$ cat src/rtl/gpio_port_pkg.sv
// Purpose: Constants shared by the seven-bit port design
// Assumes: 32-bit register bus, one word per register
// Notes: Offsets are byte addresses from the port base
package gpio_port_pkg;
  localparam int PIN_COUNT = 7;
  localparam int ADDR_WIDTH = 8;
  localparam int DATA_WIDTH = 32;
  localparam logic [7:0] OFF_PORT_DATA = 8'h00;
  localparam logic [7:0] OFF_PORT_OUTPUT_ENABLE = 8'h04;
  localparam logic [7:0] OFF_PORT_FUNCTION_SELECT_A = 8'h0C;
  localparam logic [7:0] OFF_PORT_FUNCTION_SELECT_B = 8'h10;
  localparam logic [7:0] OFF_PORT_PULLUP_ENABLE = 8'h2C;
  localparam logic [7:0] OFF_PORT_INPUT_ENABLE = 8'h38;
  localparam logic [7:0] OFF_PORT_MODE_CONTROL = 8'h40;
  localparam int FIELD_RESERVED_BIT = 7;
  localparam int FIELD_STOP_MODE_BIT = 0;
  localparam logic [7:0] RESET_REG8 = 8'h00;
  localparam logic [1:0] RESP_OKAY = 2'h0;
  localparam logic [1:0] RESP_SLVERR = 2'h2;
  localparam int SYNC_STAGES = 3;
  typedef enum logic [1:0] {
    FUNC_PORT = 2'b00,
    FUNC_ALT_A = 2'b01,
    FUNC_ALT_B = 2'b10
  } pin_function_t;
endpackage

$ cat src/rtl/pin_input_sync.sv
// Purpose: Bring external pin levels into the mclk domain
// Assumes: Pins change slowly compared to mclk
// Notes: A change counts once the second and third stages agree
`timescale 1ns/1ps
module pin_input_sync
  import gpio_port_pkg::*;
#(
  parameter int WIDTH = PIN_COUNT
) (
  input wire logic mclk,
  input wire logic reset_n,
  input wire logic [WIDTH-1:0] pinAsync,
  output logic [WIDTH-1:0] pinLevel
);
  logic [WIDTH-1:0] stage1_q, stage2_q, stage3_q, level_q;
  logic [WIDTH-1:0] level_d;

  always_comb begin
    level_d = level_q;
    for (int i = 0; i < WIDTH; i++) begin
      if (stage2_q[i] == stage3_q[i]) begin
        level_d[i] = stage3_q[i];
      end
    end
  end

  always_ff @(posedge mclk or negedge reset_n) begin
    if (!reset_n) begin
      stage1_q <= '0;
      stage2_q <= '0;
      stage3_q <= '0;
      level_q <= '0;
    end else begin
      stage1_q <= pinAsync;
      stage2_q <= stage1_q;
      stage3_q <= stage2_q;
      level_q <= level_d;
    end
  end

  assign pinLevel = level_q;
endmodule // pin_input_sync

$ cat src/rtl/axil_reg_slave.sv
// Purpose: AXI4-Lite slave front end, one write and one read at a time
// Assumes: Master holds valid and payload until taken
// Notes: Write address and data may come in either order
`timescale 1ns/1ps
module axil_reg_slave
  import gpio_port_pkg::*;
(
  input wire logic mclk,
  input wire logic reset_n,
  input wire logic [ADDR_WIDTH-1:0] s_axi_awaddr,
  input wire logic s_axi_awvalid,
  output logic s_axi_awready,
  input wire logic [DATA_WIDTH-1:0] s_axi_wdata,
  input wire logic [3:0] s_axi_wstrb,
  input wire logic s_axi_wvalid,
  output logic s_axi_wready,
  output logic [1:0] s_axi_bresp,
  output logic s_axi_bvalid,
  input wire logic s_axi_bready,
  input wire logic [ADDR_WIDTH-1:0] s_axi_araddr,
  input wire logic s_axi_arvalid,
  output logic s_axi_arready,
  output logic [DATA_WIDTH-1:0] s_axi_rdata,
  output logic [1:0] s_axi_rresp,
  output logic s_axi_rvalid,
  input wire logic s_axi_rready,
  output logic wrStrobe,
  output logic [ADDR_WIDTH-1:0] wrAddr,
  output logic [DATA_WIDTH-1:0] wrData,
  output logic [3:0] wrStrb,
  input wire logic wrHit,
  output logic [ADDR_WIDTH-1:0] rdAddr,
  input wire logic [DATA_WIDTH-1:0] rdData,
  input wire logic rdHit
);
  logic awHave_q, awHave_d, wHave_q, wHave_d, bvalid_q, bvalid_d;
  logic [1:0] bresp_q, bresp_d;
  logic [ADDR_WIDTH-1:0] awaddr_q, awaddr_d;
  logic [DATA_WIDTH-1:0] wdata_q, wdata_d;
  logic [3:0] wstrb_q, wstrb_d;
  logic arready_q, arready_d, rvalid_q, rvalid_d;
  logic [ADDR_WIDTH-1:0] araddr_q, araddr_d;
  logic [DATA_WIDTH-1:0] rdata_q, rdata_d;
  logic [1:0] rresp_q, rresp_d;
  logic arPend_q, arPend_d;

  // Commit in the same cycle both halves are held
  assign wrStrobe = awHave_q && wHave_q && !bvalid_q;
  assign wrAddr = awaddr_q;
  assign wrData = wdata_q;
  assign wrStrb = wstrb_q;
  assign rdAddr = araddr_q;

  always_comb begin
    awHave_d = awHave_q;
    wHave_d = wHave_q;
    awaddr_d = awaddr_q;
    wdata_d = wdata_q;
    wstrb_d = wstrb_q;
    bvalid_d = bvalid_q;
    bresp_d = bresp_q;
    if (s_axi_awvalid && !awHave_q) begin
      awHave_d = 1'b1;
      awaddr_d = s_axi_awaddr;
    end
    if (s_axi_wvalid && !wHave_q) begin
      wHave_d = 1'b1;
      wdata_d = s_axi_wdata;
      wstrb_d = s_axi_wstrb;
    end
    if (wrStrobe) begin
      bvalid_d = 1'b1;
      bresp_d = wrHit ? RESP_OKAY : RESP_SLVERR;
    end
    if (bvalid_q && s_axi_bready) begin
      bvalid_d = 1'b0;
      awHave_d = 1'b0;
      wHave_d = 1'b0;
    end
  end

  always_comb begin
    // Ready stays up while idle instead of toggling
    arready_d = !arPend_q && !rvalid_q;
    arPend_d = arPend_q;
    araddr_d = araddr_q;
    rvalid_d = rvalid_q;
    rdata_d = rdata_q;
    rresp_d = rresp_q;
    if (arready_q && s_axi_arvalid) begin
      arready_d = 1'b0;
      arPend_d = 1'b1;
      araddr_d = s_axi_araddr;
    end
    if (arPend_q) begin
      arPend_d = 1'b0;
      rvalid_d = 1'b1;
      rdata_d = rdHit ? rdData : '0;
      rresp_d = rdHit ? RESP_OKAY : RESP_SLVERR;
    end
    if (rvalid_q && s_axi_rready) begin
      rvalid_d = 1'b0;
    end
  end

  always_ff @(posedge mclk or negedge reset_n) begin
    if (!reset_n) begin
      awHave_q <= 1'b0;
      wHave_q <= 1'b0;
      awaddr_q <= '0;
      wdata_q <= '0;
      wstrb_q <= '0;
      bvalid_q <= 1'b0;
      bresp_q <= RESP_OKAY;
      arready_q <= 1'b0;
      arPend_q <= 1'b0;
      araddr_q <= '0;
      rvalid_q <= 1'b0;
      rdata_q <= '0;
      rresp_q <= RESP_OKAY;
    end else begin
      awHave_q <= awHave_d;
      wHave_q <= wHave_d;
      awaddr_q <= awaddr_d;
      wdata_q <= wdata_d;
      wstrb_q <= wstrb_d;
      bvalid_q <= bvalid_d;
      bresp_q <= bresp_d;
      arready_q <= arready_d;
      arPend_q <= arPend_d;
      araddr_q <= araddr_d;
      rvalid_q <= rvalid_d;
      rdata_q <= rdata_d;
      rresp_q <= rresp_d;
    end
  end

  assign s_axi_awready = !awHave_q;
  assign s_axi_wready = !wHave_q;
  assign s_axi_bvalid = bvalid_q;
  assign s_axi_bresp = bresp_q;
  assign s_axi_arready = arready_q;
  assign s_axi_rvalid = rvalid_q;
  assign s_axi_rdata = rdata_q;
  assign s_axi_rresp = rresp_q;
endmodule // axil_reg_slave

$ cat src/rtl/seven_bit_gpio_port.sv
// Purpose: Seven-pin general-purpose port with alternate function routing
// Assumes: Software keeps select bits exclusive and reserved offsets untouched
// Notes: Registers on AXI4-Lite; pins are in, out and enable signals
//
// Local design decision: the AXI4-Lite slave port.
`timescale 1ns/1ps
// Overview of operation
// - Seven pins, each input or output
// - Reset leaves pins plain, all buffers off
// - Two select bits per pin choose function
// - Input-enabled pins reach interrupts except stop
// - Data, output, select registers at fixed offsets
// - Pull-up, input and mode control registers; rest reserved
// - Data bits 6-0, bit 7 reserved
// - Output control bits enable drivers, reset zero
// - Pull-up bits enable pull-ups, bit 7 reserved
module seven_bit_gpio_port
  import gpio_port_pkg::*;
#(
  parameter int PINS = PIN_COUNT
) (
  input wire logic mclk,
  input wire logic reset_n,
  input wire logic [ADDR_WIDTH-1:0] s_axi_awaddr,
  input wire logic s_axi_awvalid,
  output logic s_axi_awready,
  input wire logic [DATA_WIDTH-1:0] s_axi_wdata,
  input wire logic [3:0] s_axi_wstrb,
  input wire logic s_axi_wvalid,
  output logic s_axi_wready,
  output logic [1:0] s_axi_bresp,
  output logic s_axi_bvalid,
  input wire logic s_axi_bready,
  input wire logic [ADDR_WIDTH-1:0] s_axi_araddr,
  input wire logic s_axi_arvalid,
  output logic s_axi_arready,
  output logic [DATA_WIDTH-1:0] s_axi_rdata,
  output logic [1:0] s_axi_rresp,
  output logic s_axi_rvalid,
  input wire logic s_axi_rready,
  input wire logic [PINS-1:0] pinIn,
  output logic [PINS-1:0] pinOut,
  output logic [PINS-1:0] pinOutEnable,
  output logic [PINS-1:0] pinPullupEnable,
  output logic [PINS-1:0] pinInputBufferEnable,
  input wire logic [PINS-1:0] altOut,
  output logic [PINS-1:0] analogSelect,
  output logic [PINS-1:0] extIntIn,
  output logic [PINS-1:0] timerIn
);
  // Stored bytes: bit 7 is the reserved read/write bit where kept
  logic [7:0] portData_q, portData_d;
  logic [7:0] outputEnable_q, outputEnable_d;
  logic [7:0] funcSelA_q, funcSelA_d;
  logic [7:0] funcSelB_q, funcSelB_d;
  logic [7:0] pullupEnable_q, pullupEnable_d;
  logic [7:0] inputEnable_q, inputEnable_d;
  logic stopMode_q, stopMode_d;
  logic [PINS-1:0] pinOut_q, pinOut_d, pinOe_q, pinOe_d;
  logic [PINS-1:0] pullup_q, pullup_d, inBuf_q, inBuf_d;
  logic [PINS-1:0] analog_q, analog_d, extInt_q, extInt_d, timer_q, timer_d;
  logic [PINS-1:0] pinLevel;
  logic wrStrobe, wrHit, rdHit;
  logic [ADDR_WIDTH-1:0] wrAddr, rdAddr;
  logic [DATA_WIDTH-1:0] wrData, rdData;
  logic [3:0] wrStrb;

  function automatic logic isMapped(input logic [ADDR_WIDTH-1:0] addr);
    case (addr)
      OFF_PORT_DATA, OFF_PORT_OUTPUT_ENABLE, OFF_PORT_FUNCTION_SELECT_A,
      OFF_PORT_FUNCTION_SELECT_B, OFF_PORT_PULLUP_ENABLE,
      OFF_PORT_INPUT_ENABLE, OFF_PORT_MODE_CONTROL: isMapped = 1'b1;
      default: isMapped = 1'b0;
    endcase
  endfunction

  function automatic pin_function_t pinFunction(input logic a, input logic b);
    pinFunction = pin_function_t'({b, a});
  endfunction

  axil_reg_slave u_bus (
    .mclk(mclk),
    .reset_n(reset_n),
    .s_axi_awaddr(s_axi_awaddr),
    .s_axi_awvalid(s_axi_awvalid),
    .s_axi_awready(s_axi_awready),
    .s_axi_wdata(s_axi_wdata),
    .s_axi_wstrb(s_axi_wstrb),
    .s_axi_wvalid(s_axi_wvalid),
    .s_axi_wready(s_axi_wready),
    .s_axi_bresp(s_axi_bresp),
    .s_axi_bvalid(s_axi_bvalid),
    .s_axi_bready(s_axi_bready),
    .s_axi_araddr(s_axi_araddr),
    .s_axi_arvalid(s_axi_arvalid),
    .s_axi_arready(s_axi_arready),
    .s_axi_rdata(s_axi_rdata),
    .s_axi_rresp(s_axi_rresp),
    .s_axi_rvalid(s_axi_rvalid),
    .s_axi_rready(s_axi_rready),
    .wrStrobe(wrStrobe),
    .wrAddr(wrAddr),
    .wrData(wrData),
    .wrStrb(wrStrb),
    .wrHit(wrHit),
    .rdAddr(rdAddr),
    .rdData(rdData),
    .rdHit(rdHit)
  );

  pin_input_sync #(.WIDTH(PINS)) u_sync (
    .mclk(mclk),
    .reset_n(reset_n),
    .pinAsync(pinIn),
    .pinLevel(pinLevel)
  );

  // Reserved offsets answer with an error and store nothing
  assign wrHit = isMapped(wrAddr);
  assign rdHit = isMapped(rdAddr);

  always_comb begin
    portData_d = portData_q;
    outputEnable_d = outputEnable_q;
    funcSelA_d = funcSelA_q;
    funcSelB_d = funcSelB_q;
    pullupEnable_d = pullupEnable_q;
    inputEnable_d = inputEnable_q;
    stopMode_d = stopMode_q;
    // Only byte lane 0 holds state; upper lanes are read-as-zero
    if (wrStrobe && wrStrb[0]) begin
      case (wrAddr)
        OFF_PORT_DATA: portData_d = wrData[7:0];
        OFF_PORT_OUTPUT_ENABLE: outputEnable_d = wrData[7:0];
        OFF_PORT_FUNCTION_SELECT_A: funcSelA_d = wrData[7:0];
        OFF_PORT_FUNCTION_SELECT_B: funcSelB_d = wrData[7:0];
        OFF_PORT_PULLUP_ENABLE: pullupEnable_d = wrData[7:0];
        OFF_PORT_INPUT_ENABLE: inputEnable_d = wrData[7:0];
        OFF_PORT_MODE_CONTROL: stopMode_d = wrData[FIELD_STOP_MODE_BIT];
        default: ;
      endcase
    end
  end

  always_comb begin
    rdData = '0;
    case (rdAddr)
      OFF_PORT_DATA: begin
        // Input-enabled pins read the pin; others read stored data
        rdData[7:0] = portData_q;
        for (int i = 0; i < PINS; i++) begin
          if (inputEnable_q[i]) begin
            rdData[i] = pinLevel[i];
          end
        end
      end
      OFF_PORT_OUTPUT_ENABLE: rdData[7:0] = outputEnable_q;
      OFF_PORT_FUNCTION_SELECT_A: rdData[7:0] = funcSelA_q;
      OFF_PORT_FUNCTION_SELECT_B: rdData[7:0] = funcSelB_q;
      OFF_PORT_PULLUP_ENABLE: rdData[7:0] = pullupEnable_q;
      OFF_PORT_INPUT_ENABLE: rdData[7:0] = inputEnable_q;
      OFF_PORT_MODE_CONTROL: rdData[FIELD_STOP_MODE_BIT] = stopMode_q;
      default: rdData = '0;
    endcase
  end

  // Pin side, registered so every output leaves a flip-flop
  always_comb begin
    pinOut_d = '0;
    pinOe_d = '0;
    analog_d = '0;
    timer_d = '0;
    extInt_d = '0;
    pullup_d = pullupEnable_q[PINS-1:0];
    inBuf_d = inputEnable_q[PINS-1:0];
    for (int i = 0; i < PINS; i++) begin
      unique case (pinFunction(funcSelA_q[i], funcSelB_q[i]))
        FUNC_PORT: begin
          pinOut_d[i] = portData_q[i];
          pinOe_d[i] = outputEnable_q[i];
        end
        FUNC_ALT_A: begin
          pinOut_d[i] = altOut[i];
          pinOe_d[i] = outputEnable_q[i];
          analog_d[i] = 1'b1;
        end
        FUNC_ALT_B: begin
          pinOut_d[i] = altOut[i];
          pinOe_d[i] = outputEnable_q[i];
          timer_d[i] = inputEnable_q[i] & pinLevel[i];
        end
        default: begin
          // Both set is forbidden to software; keep the pin quiet
          pinOut_d[i] = 1'b0;
          pinOe_d[i] = 1'b0;
        end
      endcase
      // Interrupt path ignores function select, gated by input enable and stop mode
      extInt_d[i] = inputEnable_q[i] & !stopMode_q & pinLevel[i];
    end
  end

  always_ff @(posedge mclk or negedge reset_n) begin
    if (!reset_n) begin
      portData_q <= RESET_REG8;
      outputEnable_q <= RESET_REG8;
      funcSelA_q <= RESET_REG8;
      funcSelB_q <= RESET_REG8;
      pullupEnable_q <= RESET_REG8;
      inputEnable_q <= RESET_REG8;
      stopMode_q <= 1'b0;
      pinOut_q <= '0;
      pinOe_q <= '0;
      pullup_q <= '0;
      inBuf_q <= '0;
      analog_q <= '0;
      extInt_q <= '0;
      timer_q <= '0;
    end else begin
      portData_q <= portData_d;
      outputEnable_q <= outputEnable_d;
      funcSelA_q <= funcSelA_d;
      funcSelB_q <= funcSelB_d;
      pullupEnable_q <= pullupEnable_d;
      inputEnable_q <= inputEnable_d;
      stopMode_q <= stopMode_d;
      pinOut_q <= pinOut_d;
      pinOe_q <= pinOe_d;
      pullup_q <= pullup_d;
      inBuf_q <= inBuf_d;
      analog_q <= analog_d;
      extInt_q <= extInt_d;
      timer_q <= timer_d;
    end
  end

  assign pinOut = pinOut_q;
  assign pinOutEnable = pinOe_q;
  assign pinPullupEnable = pullup_q;
  assign pinInputBufferEnable = inBuf_q;
  assign analogSelect = analog_q;
  assign extIntIn = extInt_q;
  assign timerIn = timer_q;

  property p_oe_follows_reg;
    @(posedge mclk) disable iff (!reset_n)
      (funcSelA_q == 8'h00 && funcSelB_q == 8'h00)
        |=> pinOutEnable == $past(outputEnable_q[PINS-1:0]);
  endproperty
  a_oe_follows_reg: assert property (p_oe_follows_reg)
    else $error("Output enable does not follow control register");

  property p_drive_data;
    @(posedge mclk) disable iff (!reset_n)
      (funcSelA_q[0] == 1'b0 && funcSelB_q[0] == 1'b0 && outputEnable_q[0])
        |=> pinOut[0] == $past(portData_q[0]);
  endproperty
  a_drive_data: assert property (p_drive_data)
    else $error("Pin 0 does not drive stored data");

  property p_int_stop;
    @(posedge mclk) disable iff (!reset_n)
      stopMode_q |=> extIntIn == '0;
  endproperty
  a_int_stop: assert property (p_int_stop)
    else $error("Interrupt input passed in stop mode");

  property p_int_pass;
    @(posedge mclk) disable iff (!reset_n)
      (!stopMode_q && inputEnable_q[1] && pinLevel[1]) |=> extIntIn[1];
  endproperty
  a_int_pass: assert property (p_int_pass)
    else $error("Input-enabled pin not passed to interrupt logic");

  property p_reserved_err;
    @(posedge mclk) disable iff (!reset_n)
      (wrStrobe && !isMapped(wrAddr)) |=> s_axi_bresp == RESP_SLVERR;
  endproperty
  a_reserved_err: assert property (p_reserved_err)
    else $error("Reserved offset write not answered with error");

  property p_upper_zero;
    @(posedge mclk) disable iff (!reset_n)
      s_axi_rvalid |-> s_axi_rdata[31:8] == 24'h000000;
  endproperty
  a_upper_zero: assert property (p_upper_zero)
    else $error("Upper data bits not zero");

  property p_pullup_out;
    @(posedge mclk) disable iff (!reset_n)
      ##1 pinPullupEnable == $past(pullupEnable_q[PINS-1:0]);
  endproperty
  a_pullup_out: assert property (p_pullup_out)
    else $error("Pull-up output does not follow register");

  property p_func_write;
    @(posedge mclk) disable iff (!reset_n)
      (wrStrobe && wrStrb[0] && wrAddr == OFF_PORT_FUNCTION_SELECT_A)
        |=> funcSelA_q == $past(wrData[7:0]);
  endproperty
  a_func_write: assert property (p_func_write)
    else $error("Function select write not stored");

  property p_analog_route;
    @(posedge mclk) disable iff (!reset_n)
      ##1 analogSelect == $past(funcSelA_q[PINS-1:0] & ~funcSelB_q[PINS-1:0]);
  endproperty
  a_analog_route: assert property (p_analog_route)
    else $error("Analog select does not follow select A");

  property p_timer_route;
    @(posedge mclk) disable iff (!reset_n)
      ##1 timerIn == $past(funcSelB_q[PINS-1:0] & ~funcSelA_q[PINS-1:0]
        & inputEnable_q[PINS-1:0] & pinLevel);
  endproperty
  a_timer_route: assert property (p_timer_route)
    else $error("Timer input does not follow select B");

  property p_inbuf_out;
    @(posedge mclk) disable iff (!reset_n)
      ##1 pinInputBufferEnable == $past(inputEnable_q[PINS-1:0]);
  endproperty
  a_inbuf_out: assert property (p_inbuf_out)
    else $error("Input buffer enable does not follow register");

  property p_mapped_ok;
    @(posedge mclk) disable iff (!reset_n)
      (wrStrobe && isMapped(wrAddr)) |=> s_axi_bresp == RESP_OKAY;
  endproperty
  a_mapped_ok: assert property (p_mapped_ok)
    else $error("Mapped offset write not answered with okay");

  property p_data_store;
    @(posedge mclk) disable iff (!reset_n)
      (wrStrobe && wrStrb[0] && wrAddr == OFF_PORT_DATA)
        |=> portData_q == $past(wrData[7:0]);
  endproperty
  a_data_store: assert property (p_data_store)
    else $error("Data register write not stored");

  // A reserved write must not disturb the data, output enable, select or pull-up bytes
  property p_reserved_nostore;
    @(posedge mclk) disable iff (!reset_n)
      (wrStrobe && !isMapped(wrAddr))
        |=> $stable({portData_q, outputEnable_q, funcSelA_q, funcSelB_q, pullupEnable_q});
  endproperty
  a_reserved_nostore: assert property (p_reserved_nostore)
    else $error("Reserved offset write changed a register");
endmodule // seven_bit_gpio_port

$ cat config.mk
export PLATFORM = sky130hd
export DESIGN_NAME = seven_bit_gpio_port
export DESIGN_NICKNAME = d
export VERILOG_FILES = /design/src/rtl/gpio_port_pkg.sv /design/src/rtl/pin_input_sync.sv /design/src/rtl/axil_reg_slave.sv /design/src/rtl/seven_bit_gpio_port.sv
export SDC_FILE = /design/constraint.sdc
export NUM_CORES = 1
export LEC_CHECK = 0
export BUFFER_PORTS_ARGS = -buffer_cell sky130_fd_sc_hd__buf_2
export CAP_MARGIN = 5
export CORE_MARGIN = 3
export CORE_UTILIZATION = 54
export CTS_CLUSTER_SIZE = 25
export DETAILED_ROUTE_END_ITERATION = 12
export MAX_ROUTING_LAYER = met4
export PLACE_DENSITY = 0.8
export RECOVER_POWER = 50
export SETUP_SLACK_MARGIN = 0.02
export SYNTH_ARGS = -nofsm -noshare
export SYNTH_HDL_FRONTEND = slang
export SYNTH_SLANG_ARGS = --single-unit
$ cat constraint.sdc
create_clock -name mclk -period 2 [get_ports mclk]
set_input_delay 0.2 -clock mclk [delete_from_list [all_inputs] [get_ports mclk]]
set_output_delay 0.2 -clock mclk [all_outputs]
set_load 0.03 [all_outputs]
==> results.sh <==
export IMPL_run_status="complete, no violations"
export IMPL_cts_root_buffer="clkbuf_16"
export IMPL_critPathRequiredTime_ns=2.30
export IMPL_grt_pass1_vias=4585
export IMPL_cellPowerDensity_nw_per_um2=1230
export IMPL_p_int_mw=6.85
export IMPL_r2r_cells=5
export IMPL_cp_slowest_cell="dfrtp_1"
export IMPL_synthArstFlopShare_pct=100
export IMPL_drt_total_wl_mm=14.4
export IMPL_die_area_um2=14200
export IMPL_via_count=4370
export IMPL_drtIter0Drc=297
export IMPL_fin_setup_tns_ns=0
export IMPL_cap_viol_max_count=0
export IMPL_gp_congestion=0.872
export IMPL_slew_headroom_pct=13.9
export IMPL_die_h_um=119
export IMPL_antenna_found_initial=0
export IMPL_ys_ff_latch=167
export IMPL_clock_sinks=167
export IMPL_synth_area_leader_cell="dfrtp_1"
export IMPL_clock_path_buffers=2
export IMPL_ctsResizeCount=0
export IMPL_synth_flop_cell="dfrtp_1"
export IMPL_vias_per_cell=5.25
export IMPL_placed_cell_area_um2=7700
export IMPL_tightestPinTransition_ns=1.29
export IMPL_drt_first_pass_iters=4
export IMPL_min_path_type="primary input to flip-flop"
export IMPL_layout_common_cells="dfrtp_1 (167), buf_2 (108), mux2_2 (77)"
export IMPL_cp_max_fo=8
export IMPL_grtUsageTotal_pct=21.9
export IMPL_avgSynthCellArea_um2=13.8
export IMPL_nets=752
export IMPL_crit_type="flip-flop to flip-flop"
export IMPL_fmax_mhz=533
export IMPL_p_leak_nw=4.25
export IMPL_synth_edf_count=0
export IMPL_postCtsSetupRepairBufs=0
export IMPL_critical_path_cell_chain="nor3_4 -> nand4_1 -> nor4_4 -> buf_4 -> mux2_2"
export IMPL_grt_overflow=0
export IMPL_io_buffers=109
export IMPL_clk_latency_ns=0.42
export IMPL_finalInstanceArea_um2=8410
export IMPL_synth_top_area_share_pct=60.4
export IMPL_p_comb_share_pct=24.3
export IMPL_die_x_um=119
export IMPL_finalCritPeriodShare_pct=93.8
export IMPL_grt_pass1_wl_mm=23.5
export IMPL_path_clk_slew_ns=0.06
export IMPL_ios=163
export IMPL_seqPwrFrac_pct=46.7
export IMPL_synth_cell_types=54
export IMPL_p_switching_mw=3.46
export IMPL_endpoint_kind="flip-flop"
export IMPL_synthTopCellsByArea="dfrtp_1 (60%), mux2_2 (13%), ha_1 (5.1%)"
export IMPL_ir_worst_vdd_mv=0.774
export IMPL_dp_hpwl_mm=10.1
export IMPL_area_growth_pct=21.5
export IMPL_grt_setup_unrepaired="false"
export IMPL_yosys_warnings=0
export IMPL_syn_inst=502
export IMPL_final_common_cell="dfrtp_1"
export IMPL_slowest_delay_ns=0.41
export IMPL_core_area_um2=12300
export IMPL_period_needed_ns=1.88
export IMPL_start_kind="flip-flop"
export IMPL_drtAntennaViolNets=0
export IMPL_cp_arrival_ns=2.17
export IMPL_cts_htree_levels=4
export IMPL_setup_viol=0
export IMPL_wire_per_inst_um=17.3
export IMPL_skew_ns=0.00679
export IMPL_n_antenna_cell=0
export IMPL_cts_buffers=17
export IMPL_row_count=40
export IMPL_drive_gt1_share_pct=37.7
export IMPL_hold_depth=2
export IMPL_seq_area_frac_synth_pct=60.4
export IMPL_grt_max_degree=53
export IMPL_initial_core_util_pct=56.4
export IMPL_clockPowerShare_pct=29.0
export IMPL_cts_tree="built"
export IMPL_slew_viol_final=0
export IMPL_syn_area_um2=6920
export IMPL_switching_share_pct=33.6
export IMPL_hold_viol=0
export IMPL_finalCoreUtilization_pct=68.6
export IMPL_drcViolationCount=0
export IMPL_fillers=862
## state kept, by name, summed over array words and instances, names as in the netlist, 8 cells and up
signal             cells
u_bus.rdAddr           8
portData_q             8
pullupEnable_q         8
funcSelA_q             8
inputEnable_q          8
outputEnable_q         8
u_bus.s_axi_rdata      8
u_bus.wrData           8
u_bus.wrAddr           8
funcSelB_q             8
## per-layer routing
metal	up-vias	GRT usage, %	part of all wire [%]
li1	2020	-	-
met1	2178	28.0	42
met2	142	34.5	50
met3	30	5.03	6.0
met4	0	8.11	2.2
met5	-	-	0
## kinds of logic (layout without fill, tap and decap cells)
group | count (synthesis) | in the layout | share of synthesized area [%]
other | 1 | 26 | 0.0542
AO/OA/AOI/OAI | 62 | 62 | 6.71
multiplexers | 81 | 81 | 13.2
buffers and inverters | 65 | 202 | 5.14
flip-flops | 167 | 167 | 60.4
adder cells (fa/ha/maj) | 35 | 35 | 6.08
AND/OR/NAND/NOR | 91 | 91 | 8.43
## synthesized netlist by cell type, types with 2 or more instances
| master | count |
|---|---|
| a211oi_1 | 2 |
| a21boi_0 | 2 |
| a21oi_1 | 5 |
| a222oi_1 | 3 |
| a22o_1 | 7 |
| a22oi_1 | 8 |
| a31oi_1 | 6 |
| a32o_1 | 4 |
| a32oi_1 | 3 |
| and3_1 | 12 |
| and3b_1 | 2 |
| buf_2 | 3 |
| buf_4 | 26 |
| clkbuf_1 | 12 |
| dfrtp_1 | 167 |
| ha_1 | 28 |
| inv_1 | 23 |
| maj3_1 | 7 |
| mux2_1 | 2 |
| mux2_2 | 77 |
| mux2i_1 | 2 |
| nand2_1 | 8 |
| nand2b_1 | 2 |
| nand3_1 | 6 |
| nand3b_1 | 5 |
| nand4_1 | 2 |
| nor2_1 | 23 |
| nor2_2 | 2 |
| nor2b_1 | 13 |
| nor4_1 | 2 |
| nor4_4 | 3 |
| o21ai_0 | 9 |
| o2bb2ai_1 | 4 |
| o31ai_1 | 2 |
## through the flow
step                setup WS (ns)  power (mW)  hold WS (ns)  cells
finish                      0.125        10.3        0.0187    832
global route               0.0285        10.8       0.00559    832
CTS                         0.104        10.4       0.00150    832
detailed placement          0.118        7.34         0.177    783
global placement            0.239        7.20         0.168    783
floorplan                   0.123        6.45       -0.0956    527
## worst paths after layout
kind	from	to	slack, ns
setup / recovery	u_bus.wrAddr[1]	funcSelB_q[4]	0.12
hold / removal	s_axi_wdata[4]	u_bus.wrData[4]	0.02
setup reg to reg	u_bus.wrAddr[1]	funcSelB_q[4]	0.12
hold reg to reg	u_sync.stage1_q[6]	u_sync.stage2_q[6]	0.34
max in group asynchronous	reset_n	u_sync.stage1_q[6]	0.31
min in group asynchronous	reset_n	u_sync.stage1_q[0]	0.61
## repair_timing
action	4_1_cts	5_1_grt
endpoints found under the setup margin	0	0
hold buffers	17	0
hold endpoints to repair	66	0
## area by class of cell
cell class | count | area, µm² | area share [%]
repair buffers | 147 | 897 | 10.7
well taps | 168 | 210 | 2.50
clock inverters | 7 | 42.5 | 0.506
flip-flops and latches | 167 | 4180 | 49.7
multi-input cells | 295 | 2470 | 29.4
inverters | 23 | 86.3 | 1.03
clock buffers | 25 | 515 | 6.13
## worst max-delay path: cells and delay by family, from the launching register on
family | cells | cell delay, ns
flops | 1 | 0.41
mux | 1 | 0.36
simple gates | 3 | 0.74
buf+inv | 1 | 0.25
## power by group through the flow
stage	Clock, mW	Combinational, mW	Sequential, mW
6_report	2.99	2.50	4.81
5_1_grt	3.18	2.70	4.93
4_1_cts	3.06	2.53	4.81
3_5_place_dp	0	2.49	4.86
3_3_place_gp	0	2.40	4.80
2_1_floorplan	0	1.53	4.92
(Power assumes the default switching activity.)
